[src/hw/vtio_map.svh]
`ifndef VTIO_MAP_SVH
`define VTIO_MAP_SVH
// command codes
`define VTIO_CMD_TURN_ON      8'h35
`define VTIO_CMD_TURN_OFF     8'h36
`define VTIO_CMD_IOUT_OFS     8'h39
// field positions
`define VTIO_EXP_MSB          15
`define VTIO_EXP_LSB          11
`define VTIO_MAN_MSB          3
// fixed exponents
`define VTIO_EXP_VOLT         5'h00
`define VTIO_EXP_AMP          5'h1e
// thresholds in tenths of a volt
`define VTIO_ON_LOW           8'h19
`define VTIO_ON_MID           8'h26
`define VTIO_ON_HIGH          8'h64
`define VTIO_OFF_LOW          8'h17
`define VTIO_OFF_MID          8'h24
`define VTIO_OFF_FIVE         8'h2a
`define VTIO_OFF_HIGH         8'h5f
`endif

[src/hw/vtio_pkg.sv]
package vtio_pkg;
  typedef enum logic [1:0] {
    VTIO_IDLE    = 2'b00,
    VTIO_RUNNING = 2'b01,
    VTIO_STOPPED = 2'b10
  } vtio_conv_t;
endpackage : vtio_pkg

[src/hw/vtio_regs.sv]
`include "vtio_map.svh"
module vtio_regs
  import vtio_pkg::*;
#(
  parameter int IW = 16
) (
  input  wire logic          clk_sys,
  input  wire logic          srst,
  input  wire logic          nvm_load,
  input  wire logic [3:0]    nvm_on_mant,
  input  wire logic [3:0]    nvm_off_mant,
  input  wire logic [3:0]    nvm_ofs_mant,
  input  wire logic          cmd_wr,
  input  wire logic          cmd_rd,
  input  wire logic [7:0]    cmd_code,
  input  wire logic [15:0]   cmd_wdata,
  input  wire logic          conv_enable,
  input  wire logic [7:0]    power_stage_input,
  input  wire logic [IW-1:0] iout_meas,
  input  wire logic          uv_flag_clear,
  output logic      [15:0]   cmd_rdata,
  output logic               cmd_rvalid,
  output logic               conv_run,
  output logic               input_undervoltage_flag,
  output logic      [IW-1:0] read_iout
);
  logic [3:0]  on_mant;
  logic [3:0]  off_mant;
  logic [3:0]  offset_mantissa_bits;
  logic [7:0]  on_dv;
  logic [7:0]  off_dv;
  logic [IW-1:0] iout_sum;
  logic        uv_armed;
  logic [15:0] next_rdata;
  logic        low_input;
  logic [6:0]  offset_sign_extension_bits;
  vtio_conv_t  conv_state;

  // power-input voltage in tenths of a volt
  assign low_input = enable_and_low(conv_enable, power_stage_input, off_dv);

  function automatic logic enable_and_low(input logic en, input logic [7:0] v, input logic [7:0] th);
    enable_and_low = en && (v < th);
  endfunction : enable_and_low

  // offset middle bits copy the mantissa sign, never stored
  assign offset_sign_extension_bits = {7{offset_mantissa_bits[`VTIO_MAN_MSB]}};

  // read word assembly, shared by the two threshold registers
  function automatic logic [15:0] thresh_word(input logic [3:0] m);
    thresh_word = {`VTIO_EXP_VOLT, 7'h00, m};
  endfunction : thresh_word

  vtio_thresh_map u_map (
    .mant_on  (on_mant),
    .mant_off (off_mant),
    .on_dv    (on_dv),
    .off_dv   (off_dv)
  );

  vtio_iout_cal #(.IW(IW)) u_cal (
    .iout_meas (iout_meas),
    .ofs_mant  (offset_mantissa_bits),
    .iout_sum  (iout_sum)
  );

  // mantissa storage; nvm load wins over a host write in the same cycle
  always_ff @(posedge clk_sys) begin
    if (srst) begin
      on_mant              <= 4'h0;
      off_mant             <= 4'h0;
      offset_mantissa_bits <= 4'h0;
    end else if (nvm_load) begin
      on_mant              <= nvm_on_mant;
      off_mant             <= nvm_off_mant;
      offset_mantissa_bits <= nvm_ofs_mant;
    end else if (cmd_wr) begin
      // upper bits of every write are discarded, read-only
      unique case (cmd_code)
        `VTIO_CMD_TURN_ON:  on_mant <= cmd_wdata[3:0];
        `VTIO_CMD_TURN_OFF: off_mant <= cmd_wdata[3:0]; // no order check against start level
        `VTIO_CMD_IOUT_OFS: offset_mantissa_bits <= cmd_wdata[3:0];
        default: ;
      endcase
    end
  end

  // read mux
  always_comb begin
    unique case (cmd_code)
      `VTIO_CMD_TURN_ON:  next_rdata = thresh_word(on_mant);
      `VTIO_CMD_TURN_OFF: next_rdata = thresh_word(off_mant);
      `VTIO_CMD_IOUT_OFS: next_rdata = {`VTIO_EXP_AMP, offset_sign_extension_bits, offset_mantissa_bits};
      default:            next_rdata = 16'h0000;
    endcase
  end

  // read answer one cycle after the strobe
  always_ff @(posedge clk_sys) begin
    if (srst) begin
      cmd_rdata  <= 16'h0000;
      cmd_rvalid <= 1'b0;
    end else begin
      cmd_rvalid <= cmd_rd;
      if (cmd_rd) begin
        cmd_rdata <= next_rdata;
      end
    end
  end

  // conversion state: start at threshold, stop below stop level
  always_ff @(posedge clk_sys) begin
    if (srst) begin
      conv_state <= VTIO_IDLE;
      conv_run   <= 1'b0;
    end else begin
      unique case (conv_state)
        VTIO_IDLE, VTIO_STOPPED: begin
          if (conv_enable && power_stage_input >= on_dv) begin
            conv_state <= VTIO_RUNNING;
            conv_run   <= 1'b1;
          end
        end
        VTIO_RUNNING: begin
          if (!conv_enable) begin
            conv_state <= VTIO_IDLE;
            conv_run   <= 1'b0;
          end else if (low_input) begin
            conv_state <= VTIO_STOPPED;
            conv_run   <= 1'b0;
          end
        end
        default: begin
          conv_state <= VTIO_IDLE;
          conv_run   <= 1'b0;
        end
      endcase
    end
  end

  // mask re-armed only by reset, never by enable or nvm activity
  always_ff @(posedge clk_sys) begin
    if (srst) begin
      uv_armed <= 1'b0;
    end else if (power_stage_input > on_dv) begin
      uv_armed <= 1'b1;
    end
  end

  // sticky flag; a new event wins over clear
  always_ff @(posedge clk_sys) begin
    if (srst) begin
      input_undervoltage_flag <= 1'b0;
    end else if (uv_armed && low_input) begin
      input_undervoltage_flag <= 1'b1;
    end else if (uv_flag_clear) begin
      input_undervoltage_flag <= 1'b0;
    end
  end

  // reported current registered
  always_ff @(posedge clk_sys) begin
    if (srst) begin
      read_iout <= '0;
    end else begin
      read_iout <= iout_sum;
    end
  end

  // checks: read port, answer one cycle after the strobe
  rd_answer_a: assert property (@(posedge clk_sys) disable iff (srst)
    cmd_rd |=> cmd_rvalid)
    else $error("read not answered");
  rd_quiet_a: assert property (@(posedge clk_sys) disable iff (srst)
    !cmd_rd |=> !cmd_rvalid)
    else $error("answer without read");
  rdata_hold_a: assert property (@(posedge clk_sys) disable iff (srst)
    !cmd_rd |=> $stable(cmd_rdata))
    else $error("read word moved without read");
  unk_read_a: assert property (@(posedge clk_sys) disable iff (srst)
    cmd_rd && cmd_code != `VTIO_CMD_TURN_ON && cmd_code != `VTIO_CMD_TURN_OFF
      && cmd_code != `VTIO_CMD_IOUT_OFS |=> cmd_rdata == 16'h0000)
    else $error("unknown code read not zero");
  on_read_a: assert property (@(posedge clk_sys) disable iff (srst)
    cmd_rd && cmd_code == `VTIO_CMD_TURN_ON |=> cmd_rdata == {`VTIO_EXP_VOLT, 7'h00, $past(on_mant)})
    else $error("start read word wrong");
  thresh_read_a: assert property (@(posedge clk_sys) disable iff (srst)
    cmd_rd && cmd_code == `VTIO_CMD_TURN_OFF |=> cmd_rvalid && cmd_rdata == {12'h000, $past(off_mant)})
    else $error("threshold read word wrong");
  ofs_read_a: assert property (@(posedge clk_sys) disable iff (srst)
    cmd_rd && cmd_code == `VTIO_CMD_IOUT_OFS |=> cmd_rdata[15:11] == `VTIO_EXP_AMP
      && cmd_rdata[10:4] == {7{cmd_rdata[3]}})
    else $error("offset read word wrong");
  ofs_mant_read_a: assert property (@(posedge clk_sys) disable iff (srst)
    cmd_rd && cmd_code == `VTIO_CMD_IOUT_OFS |=> cmd_rdata[3:0] == $past(offset_mantissa_bits))
    else $error("offset mantissa read wrong");

  // checks: mantissa storage
  wr_keep_a: assert property (@(posedge clk_sys) disable iff (srst)
    cmd_wr && !nvm_load && cmd_code == `VTIO_CMD_TURN_ON |=> on_mant == $past(cmd_wdata[3:0]))
    else $error("mantissa write lost");
  off_wr_a: assert property (@(posedge clk_sys) disable iff (srst)
    cmd_wr && !nvm_load && cmd_code == `VTIO_CMD_TURN_OFF |=> off_mant == $past(cmd_wdata[3:0]))
    else $error("stop mantissa write lost");
  ofs_wr_a: assert property (@(posedge clk_sys) disable iff (srst)
    cmd_wr && !nvm_load && cmd_code == `VTIO_CMD_IOUT_OFS |=> offset_mantissa_bits == $past(cmd_wdata[3:0]))
    else $error("offset write lost");
  wr_other_a: assert property (@(posedge clk_sys) disable iff (srst)
    cmd_wr && !nvm_load && cmd_code == `VTIO_CMD_TURN_OFF |=> on_mant == $past(on_mant))
    else $error("write disturbed another register");
  nvm_wins_a: assert property (@(posedge clk_sys) disable iff (srst)
    nvm_load |=> on_mant == $past(nvm_on_mant) && off_mant == $past(nvm_off_mant)
      && offset_mantissa_bits == $past(nvm_ofs_mant))
    else $error("nonvolatile load lost");

  // checks: threshold maps in tenths of a volt
  on_map_a: assert property (@(posedge clk_sys) disable iff (srst)
    on_mant < 4'h3 |-> on_dv == 8'h19)
    else $error("start map wrong");
  on_map_mid_a: assert property (@(posedge clk_sys) disable iff (srst)
    on_mant == 4'h3 || on_mant == 4'h4 |-> on_dv == 8'h26)
    else $error("start map middle wrong");
  on_map_step_a: assert property (@(posedge clk_sys) disable iff (srst)
    on_mant == 4'h7 |-> on_dv == 8'h46)
    else $error("start map step wrong");
  on_map_high_a: assert property (@(posedge clk_sys) disable iff (srst)
    on_mant >= 4'ha |-> on_dv == 8'h64)
    else $error("start map top wrong");
  off_map_low_a: assert property (@(posedge clk_sys) disable iff (srst)
    off_mant < 4'h3 |-> off_dv == 8'h17)
    else $error("stop map bottom wrong");
  off_map_mid_a: assert property (@(posedge clk_sys) disable iff (srst)
    off_mant == 4'h3 || off_mant == 4'h4 |-> off_dv == 8'h24)
    else $error("stop map middle wrong");
  off_map_a: assert property (@(posedge clk_sys) disable iff (srst)
    off_mant == 4'h5 |-> off_dv == 8'h2a)
    else $error("stop map wrong");
  off_map_step_a: assert property (@(posedge clk_sys) disable iff (srst)
    off_mant == 4'h8 |-> off_dv == 8'h4b)
    else $error("stop map step wrong");
  off_map_high_a: assert property (@(posedge clk_sys) disable iff (srst)
    off_mant >= 4'ha |-> off_dv == 8'h5f)
    else $error("stop map top wrong");

  // checks: conversion control
  conv_start_a: assert property (@(posedge clk_sys) disable iff (srst)
    !conv_run && conv_enable && power_stage_input >= on_dv |=> conv_run)
    else $error("conversion not started");
  stop_hold_a: assert property (@(posedge clk_sys) disable iff (srst)
    !conv_run && power_stage_input < on_dv |=> !conv_run)
    else $error("conversion started below start level");
  conv_disable_a: assert property (@(posedge clk_sys) disable iff (srst)
    !conv_enable |=> !conv_run)
    else $error("conversion runs while disabled");
  conv_stop_a: assert property (@(posedge clk_sys) disable iff (srst)
    conv_run && conv_enable && power_stage_input < off_dv |=> !conv_run)
    else $error("conversion not stopped");
  conv_hold_a: assert property (@(posedge clk_sys) disable iff (srst)
    conv_run && conv_enable && power_stage_input >= off_dv |=> conv_run)
    else $error("conversion dropped above stop level");

  // checks: undervoltage flag and its power-on mask
  uv_mask_a: assert property (@(posedge clk_sys) disable iff (srst)
    !uv_armed && !input_undervoltage_flag |=> !input_undervoltage_flag)
    else $error("flag set while masked");
  uv_set_a: assert property (@(posedge clk_sys) disable iff (srst)
    uv_armed && conv_enable && power_stage_input < off_dv |=> input_undervoltage_flag)
    else $error("undervoltage flag not set");
  flag_clear_a: assert property (@(posedge clk_sys) disable iff (srst)
    uv_flag_clear && !(uv_armed && conv_enable && power_stage_input < off_dv)
      |=> !input_undervoltage_flag)
    else $error("flag not cleared");
  flag_hold_a: assert property (@(posedge clk_sys) disable iff (srst)
    input_undervoltage_flag && !uv_flag_clear |=> input_undervoltage_flag)
    else $error("flag dropped without clear");
  arm_set_a: assert property (@(posedge clk_sys) disable iff (srst)
    power_stage_input > on_dv |=> uv_armed)
    else $error("mask not lifted above start level");
  arm_idle_a: assert property (@(posedge clk_sys) disable iff (srst)
    !uv_armed && power_stage_input <= on_dv |=> !uv_armed)
    else $error("mask lifted early");
  arm_hold_a: assert property (@(posedge clk_sys) disable iff (srst)
    uv_armed |=> uv_armed)
    else $error("mask re-armed without reset");

  // checks: reported current
  iout_clamp_a: assert property (@(posedge clk_sys) disable iff (srst)
    iout_meas < 16'h0008 && offset_mantissa_bits == 4'h8 |=> read_iout == 16'h0000)
    else $error("current not clamped");
  iout_add_a: assert property (@(posedge clk_sys) disable iff (srst)
    offset_mantissa_bits == 4'h7 && iout_meas < 16'h0100 |=> read_iout == $past(iout_meas) + 16'h0007)
    else $error("offset not added");
  iout_zero_a: assert property (@(posedge clk_sys) disable iff (srst)
    offset_mantissa_bits == 4'h0 |=> read_iout == $past(iout_meas))
    else $error("zero offset changed current");
  iout_sat_a: assert property (@(posedge clk_sys) disable iff (srst)
    iout_meas == {IW{1'b1}} && offset_mantissa_bits == 4'h7 |=> read_iout == {IW{1'b1}})
    else $error("full scale current wrapped");
endmodule : vtio_regs

[src/hw/vtio_thresh_map.sv]
`include "vtio_map.svh"
// mantissa to threshold, tenths of a volt
module vtio_thresh_map (
  input  wire logic [3:0] mant_on,
  input  wire logic [3:0] mant_off,
  output logic      [7:0] on_dv,
  output logic      [7:0] off_dv
);
  // start threshold table
  always_comb begin
    if (mant_on < 4'h3) begin
      on_dv = `VTIO_ON_LOW;
    end else if (mant_on < 4'h5) begin
      on_dv = `VTIO_ON_MID;
    end else if (mant_on < 4'ha) begin
      on_dv = 8'(mant_on * 8'h0a);
    end else begin
      on_dv = `VTIO_ON_HIGH;
    end
  end
  // stop threshold table, half volt below whole steps for mantissas 6 to 9
  always_comb begin
    if (mant_off < 4'h3) begin
      off_dv = `VTIO_OFF_LOW;
    end else if (mant_off < 4'h5) begin
      off_dv = `VTIO_OFF_MID;
    end else if (mant_off == 4'h5) begin
      off_dv = `VTIO_OFF_FIVE;
    end else if (mant_off < 4'ha) begin
      off_dv = 8'(mant_off * 8'h0a - 8'h05);
    end else begin
      off_dv = `VTIO_OFF_HIGH;
    end
  end
endmodule : vtio_thresh_map

[src/hw/vtio_iout_cal.sv]
`include "vtio_map.svh"
// adds signed quarter-amp offset, clamps at zero
module vtio_iout_cal #(
  parameter int IW = 16
) (
  input  wire logic [IW-1:0] iout_meas,
  input  wire logic [3:0]    ofs_mant,
  output logic      [IW-1:0] iout_sum
);
  logic signed [IW+1:0] sum;
  always_comb begin
    sum = $signed({2'b00, iout_meas}) + (IW+2)'($signed(ofs_mant));
    if (sum < 0) begin
      iout_sum = '0;
    end else if (sum[IW]) begin
      iout_sum = '1; // full scale saturates; wrapping would report a tiny current
    end else begin
      iout_sum = sum[IW-1:0];
    end
  end
endmodule : vtio_iout_cal

[config.mk]
export PLATFORM = sky130hd
export DESIGN_NAME = vtio_regs
export DESIGN_NICKNAME = d
export VERILOG_FILES = /design/src/hw/vtio_pkg.sv /design/src/hw/vtio_regs.sv /design/src/hw/vtio_thresh_map.sv /design/src/hw/vtio_iout_cal.sv
export VERILOG_INCLUDE_DIRS = /design/src /design/src/hw
export SDC_FILE = /design/constraint.sdc
export NUM_CORES = 1
export LEC_CHECK = 0
export ABC_AREA = 1
export BUFFER_PORTS_ARGS = -buffer_cell sky130_fd_sc_hd__buf_2
export CAP_MARGIN = 30
export CORE_UTILIZATION = 40
export CTS_CLUSTER_DIAMETER = 50
export DETAILED_ROUTE_END_ITERATION = 12
export HOLD_SLACK_MARGIN = 0.15
export SLEW_MARGIN = 20
export SYNTH_ARGS = -nofsm -noshare
export SYNTH_HDL_FRONTEND = slang
export SYNTH_SLANG_ARGS = --single-unit
[constraint.sdc]
create_clock -name clk_sys -period 3.6 [get_ports clk_sys]
set_input_delay 0.18 -clock clk_sys [delete_from_list [all_inputs] [get_ports clk_sys]]
set_output_delay 0.18 -clock clk_sys [all_outputs]
set_load 0.01 [all_outputs]
==> flow_summary.json <==
{
  "multi_input_area_sq_um": 2227,
  "syn-num-nets": 602,
  "ir_worst_vdd_uv": 159.7,
  "ant_nets": 0,
  "synth_commonest_cells": "nand2_1 (112), inv_1 (60), nor2_1 (46)",
  "pin_count": 102,
  "grt_pass1_wl_mm": 13.58,
  "cp_data_required_time_ps": 3780,
  "antenna_cells": 0,
  "synth_top_area_cell": "dfxtp_1",
  "root_buffer": "clkbuf_8",
  "post_cts_resized": 0,
  "start_util": 0.4132,
  "drv_slew": 0,
  "routed_wl_mm": 8.478,
  "worstHoldStart": "nvm_off_mant[3]",
  "relSlewSlack": 0.5887,
  "slowest_stage": "fa_1",
  "worst_pin_slew_ps": 616.0,
  "drt_iter0_markers": 109,
  "max_stage_delay_ps": 450,
  "ctsHoldBuffers": 2,
  "die_y_um": 93.90,
  "die_x_um": 93.90,
  "first_pass_iters": 4,
  "clock.fmax_mhz": 311.2,
  "avgRoutedWirePerCell_um": 12.50,
  "grt_pass1_vias": 3086,
  "rsz0062_at_grt": "false",
  "crit_path_frequent_cell": "nand2_1",
  "cts_tree": "yes",
  "drive_above_1_share": 0.2182,
  "ys_warn_count": 0,
  "insertion_delay_ps": 300,
  "yosysTopAreaCellShare": 0.2370,
  "fin_crit_sh": 0.8926,
  "hold_viol": 0,
  "synth_enable_flop_cells": 0,
  "die-area_sq_um": 8817,
  "fin_ws_ps": 386.6,
  "cts.sink_count": 40,
  "end_kind": "flop",
  "hold_depth": 3,
  "hold_end": "off_mant[3]",
  "ys_ff_latch": 40,
  "area_growth_pct": 18.07,
  "async_flop_share": 0,
  "vias": 3388,
  "synth_flop_cell": "dfxtp_1",
  "crit_path_cell_trace": "ha_1 > ha_1 > inv_1 > fa_1 > inv_1 > nor2_1 > or2_2 > a31o_2 > ha_1 > nand2_1 > nor2_1 > a211oi_1 > nand2_1 > nand2_1 > nand2_1 > nand2_1 > a21oi_1",
  "grt_overflow": 0,
  "synth.avg_cell_area_sq_um": 6.908,
  "netlist_area_sq_um": 3378,
  "nets": 685,
  "grt_start_max_net_pins": 24,
  "avgViaCountPerCell": 4.997,
  "reg2reg_to": "conv_run",
  "coreArea_sq_um": 8175,
  "setup_viol": 0,
  "ys_seq_area_frac": 0.2370,
  "antenna_found_initial": 0,
  "dpl.hpwl_mm": 6.969,
  "arrival_ps": 3390,
  "startpoint": "off_mant[3]",
  "port_buffers": 88,
  "htree_levels": 2,
  "hold_class": "input pin to flop",
  "synth_cells": 489,
  "std_cell_rows": 33,
  "register_area_sq_um": 800.8,
  "synth_cell_types": 39,
  "clock_path_buffers": 2,
  "setup-tns-final_ps": 0,
  "timing.rr.start": "off_mant[3]",
  "crit_path_start_kind": "flop",
  "pre_cts_slack_ps": 359.6,
  "n_fill_cell": 899,
  "fin_skew_ps": 11.33,
  "path_max_fanout": 6,
  "status": "completed",
  "yosys-top-cells-area": "dfxtp_1 (24%), ha_1 (16%), nand2_1 (12%)",
  "p_per_area_nw_per_um2": 340.1,
  "gp_congestion": 0.8888,
  "r2r_slack_ps": 390,
  "fin_crit_ps": 3213,
  "setup.worst_path.class": "flop to flop",
  "numCtsBuffers": 5,
  "post_cts_buffers": 0,
  "track_usage": 0.1963,
  "r2r_cells": 17,
  "path_clk_slew_ps": 80,
  "p_leak_uw": 0.002082,
  "drv_cap": 0,
  "post-route-drc-count": 0,
  "synth.most_common_cell": "nand2_1"
}
-- cell families (layout without fill, tap and decap cells) --
group / count (synthesis) / in the layout / share of synthesized area
other cells: 1 / 1 / 0.001110
flops: 40 / 40 / 0.2370
fa+ha+maj: 46 / 46 / 0.1770
simple gates: 208 / 208 / 0.2667
xor+xnor: 16 / 16 / 0.04148
buf+inv: 78 / 162 / 0.1037
compound gates: 100 / 100 / 0.1730
-- where the power goes --
group          total, uW  switching (uW)  internal [uW]
Sequential           507            24.3            483
Combinational        446             266            180
Clock                404             177            227
-- sequential cells by signal (all words and copies together) (netlist names) --
register	cells
cmd_rdata	6
off_mant	4
offset_mantissa_bits	4
cmd_rvalid	1
read_iout	16
input_undervoltage_flag	1
conv_state	2
conv_run	1
on_mant	4
uv_armed	1
-- routing by layer --
layer	global-route usage	vias to the layer above	routed length, um	part of all wire
met1	0.2297	1533	3836	0.45
met2	0.3583	70	4172	0.49
li1	-	1772	-	-
met3	0.03155	13	310	0.037
met5	0	-	0	0
met4	0.06795	0	159	0.019
-- worst max-delay path by stage --
stage / endpoint / slack (ps) / depth (start not counted)
floorplan: conv_run / 660 / 17
global placement: conv_run / 410 / 17
detailed placement: conv_run / 360 / 17
CTS: conv_run / 350 / 17
global route: conv_run / 90 / 16
finish: conv_run / 390 / 17
-- layout make-up --
cell class                      instances  area share
Clock buffer                            6     0.02070
Inverter                               62     0.05834
Clock inverter                          2    0.009724
Sequential cell                        40      0.2008
Multi-Input combinational cell        371      0.5583
Timing Repair Buffer                   92      0.1192
Tap cell                              105     0.03294
-- stage by stage --
stage	total power [uW]	util	instances	hold slack (ps)	area [sq um]
3_3_place_gp	954.3	0.4706	668	440.4	3847
2_1_floorplan	836.0	-	489	249.4	3378
5_1_grt	1450	0.4879	678	163.4	3989
4_1_cts	1367	0.4879	678	151.9	3989
3_5_place_dp	962.6	0.4706	668	443.6	3847
6_report	1357	0.4879	678	159.6	3989
-- critical path, delay by kind of cell, from the launching register on --
family	cells	cell delay [ps]
adder cells (fa/ha/maj)	4	1200
AND/OR/NAND/NOR	8	790
AO/OA/AOI/OAI	3	530
flip-flops	1	440
buffers and inverters	2	140
-- cells in the final DEF (no fill, tap or decap), drive strengths merged --
cell and instances:
a21o 3, a22oi 4, o22ai 2, bufinv 1, dlygate4sd3 2, a21oi 45
nand3 18, clkinv 1, nor2 62, ha 43, a31oi 11, nand2 115
o21ai 22, a31o 1, inv 62, a211oi 3, conb 1, o31ai 4
clkbuf 6, xnor2 5, buf 90, dfxtp 40, or2 1, or4 1
o211ai 2, nor3 7, nand4 4, xor2 11, fa 3, o21bai 2
o221ai 1
No activity file was read; power rests on OpenSTA's default activity.
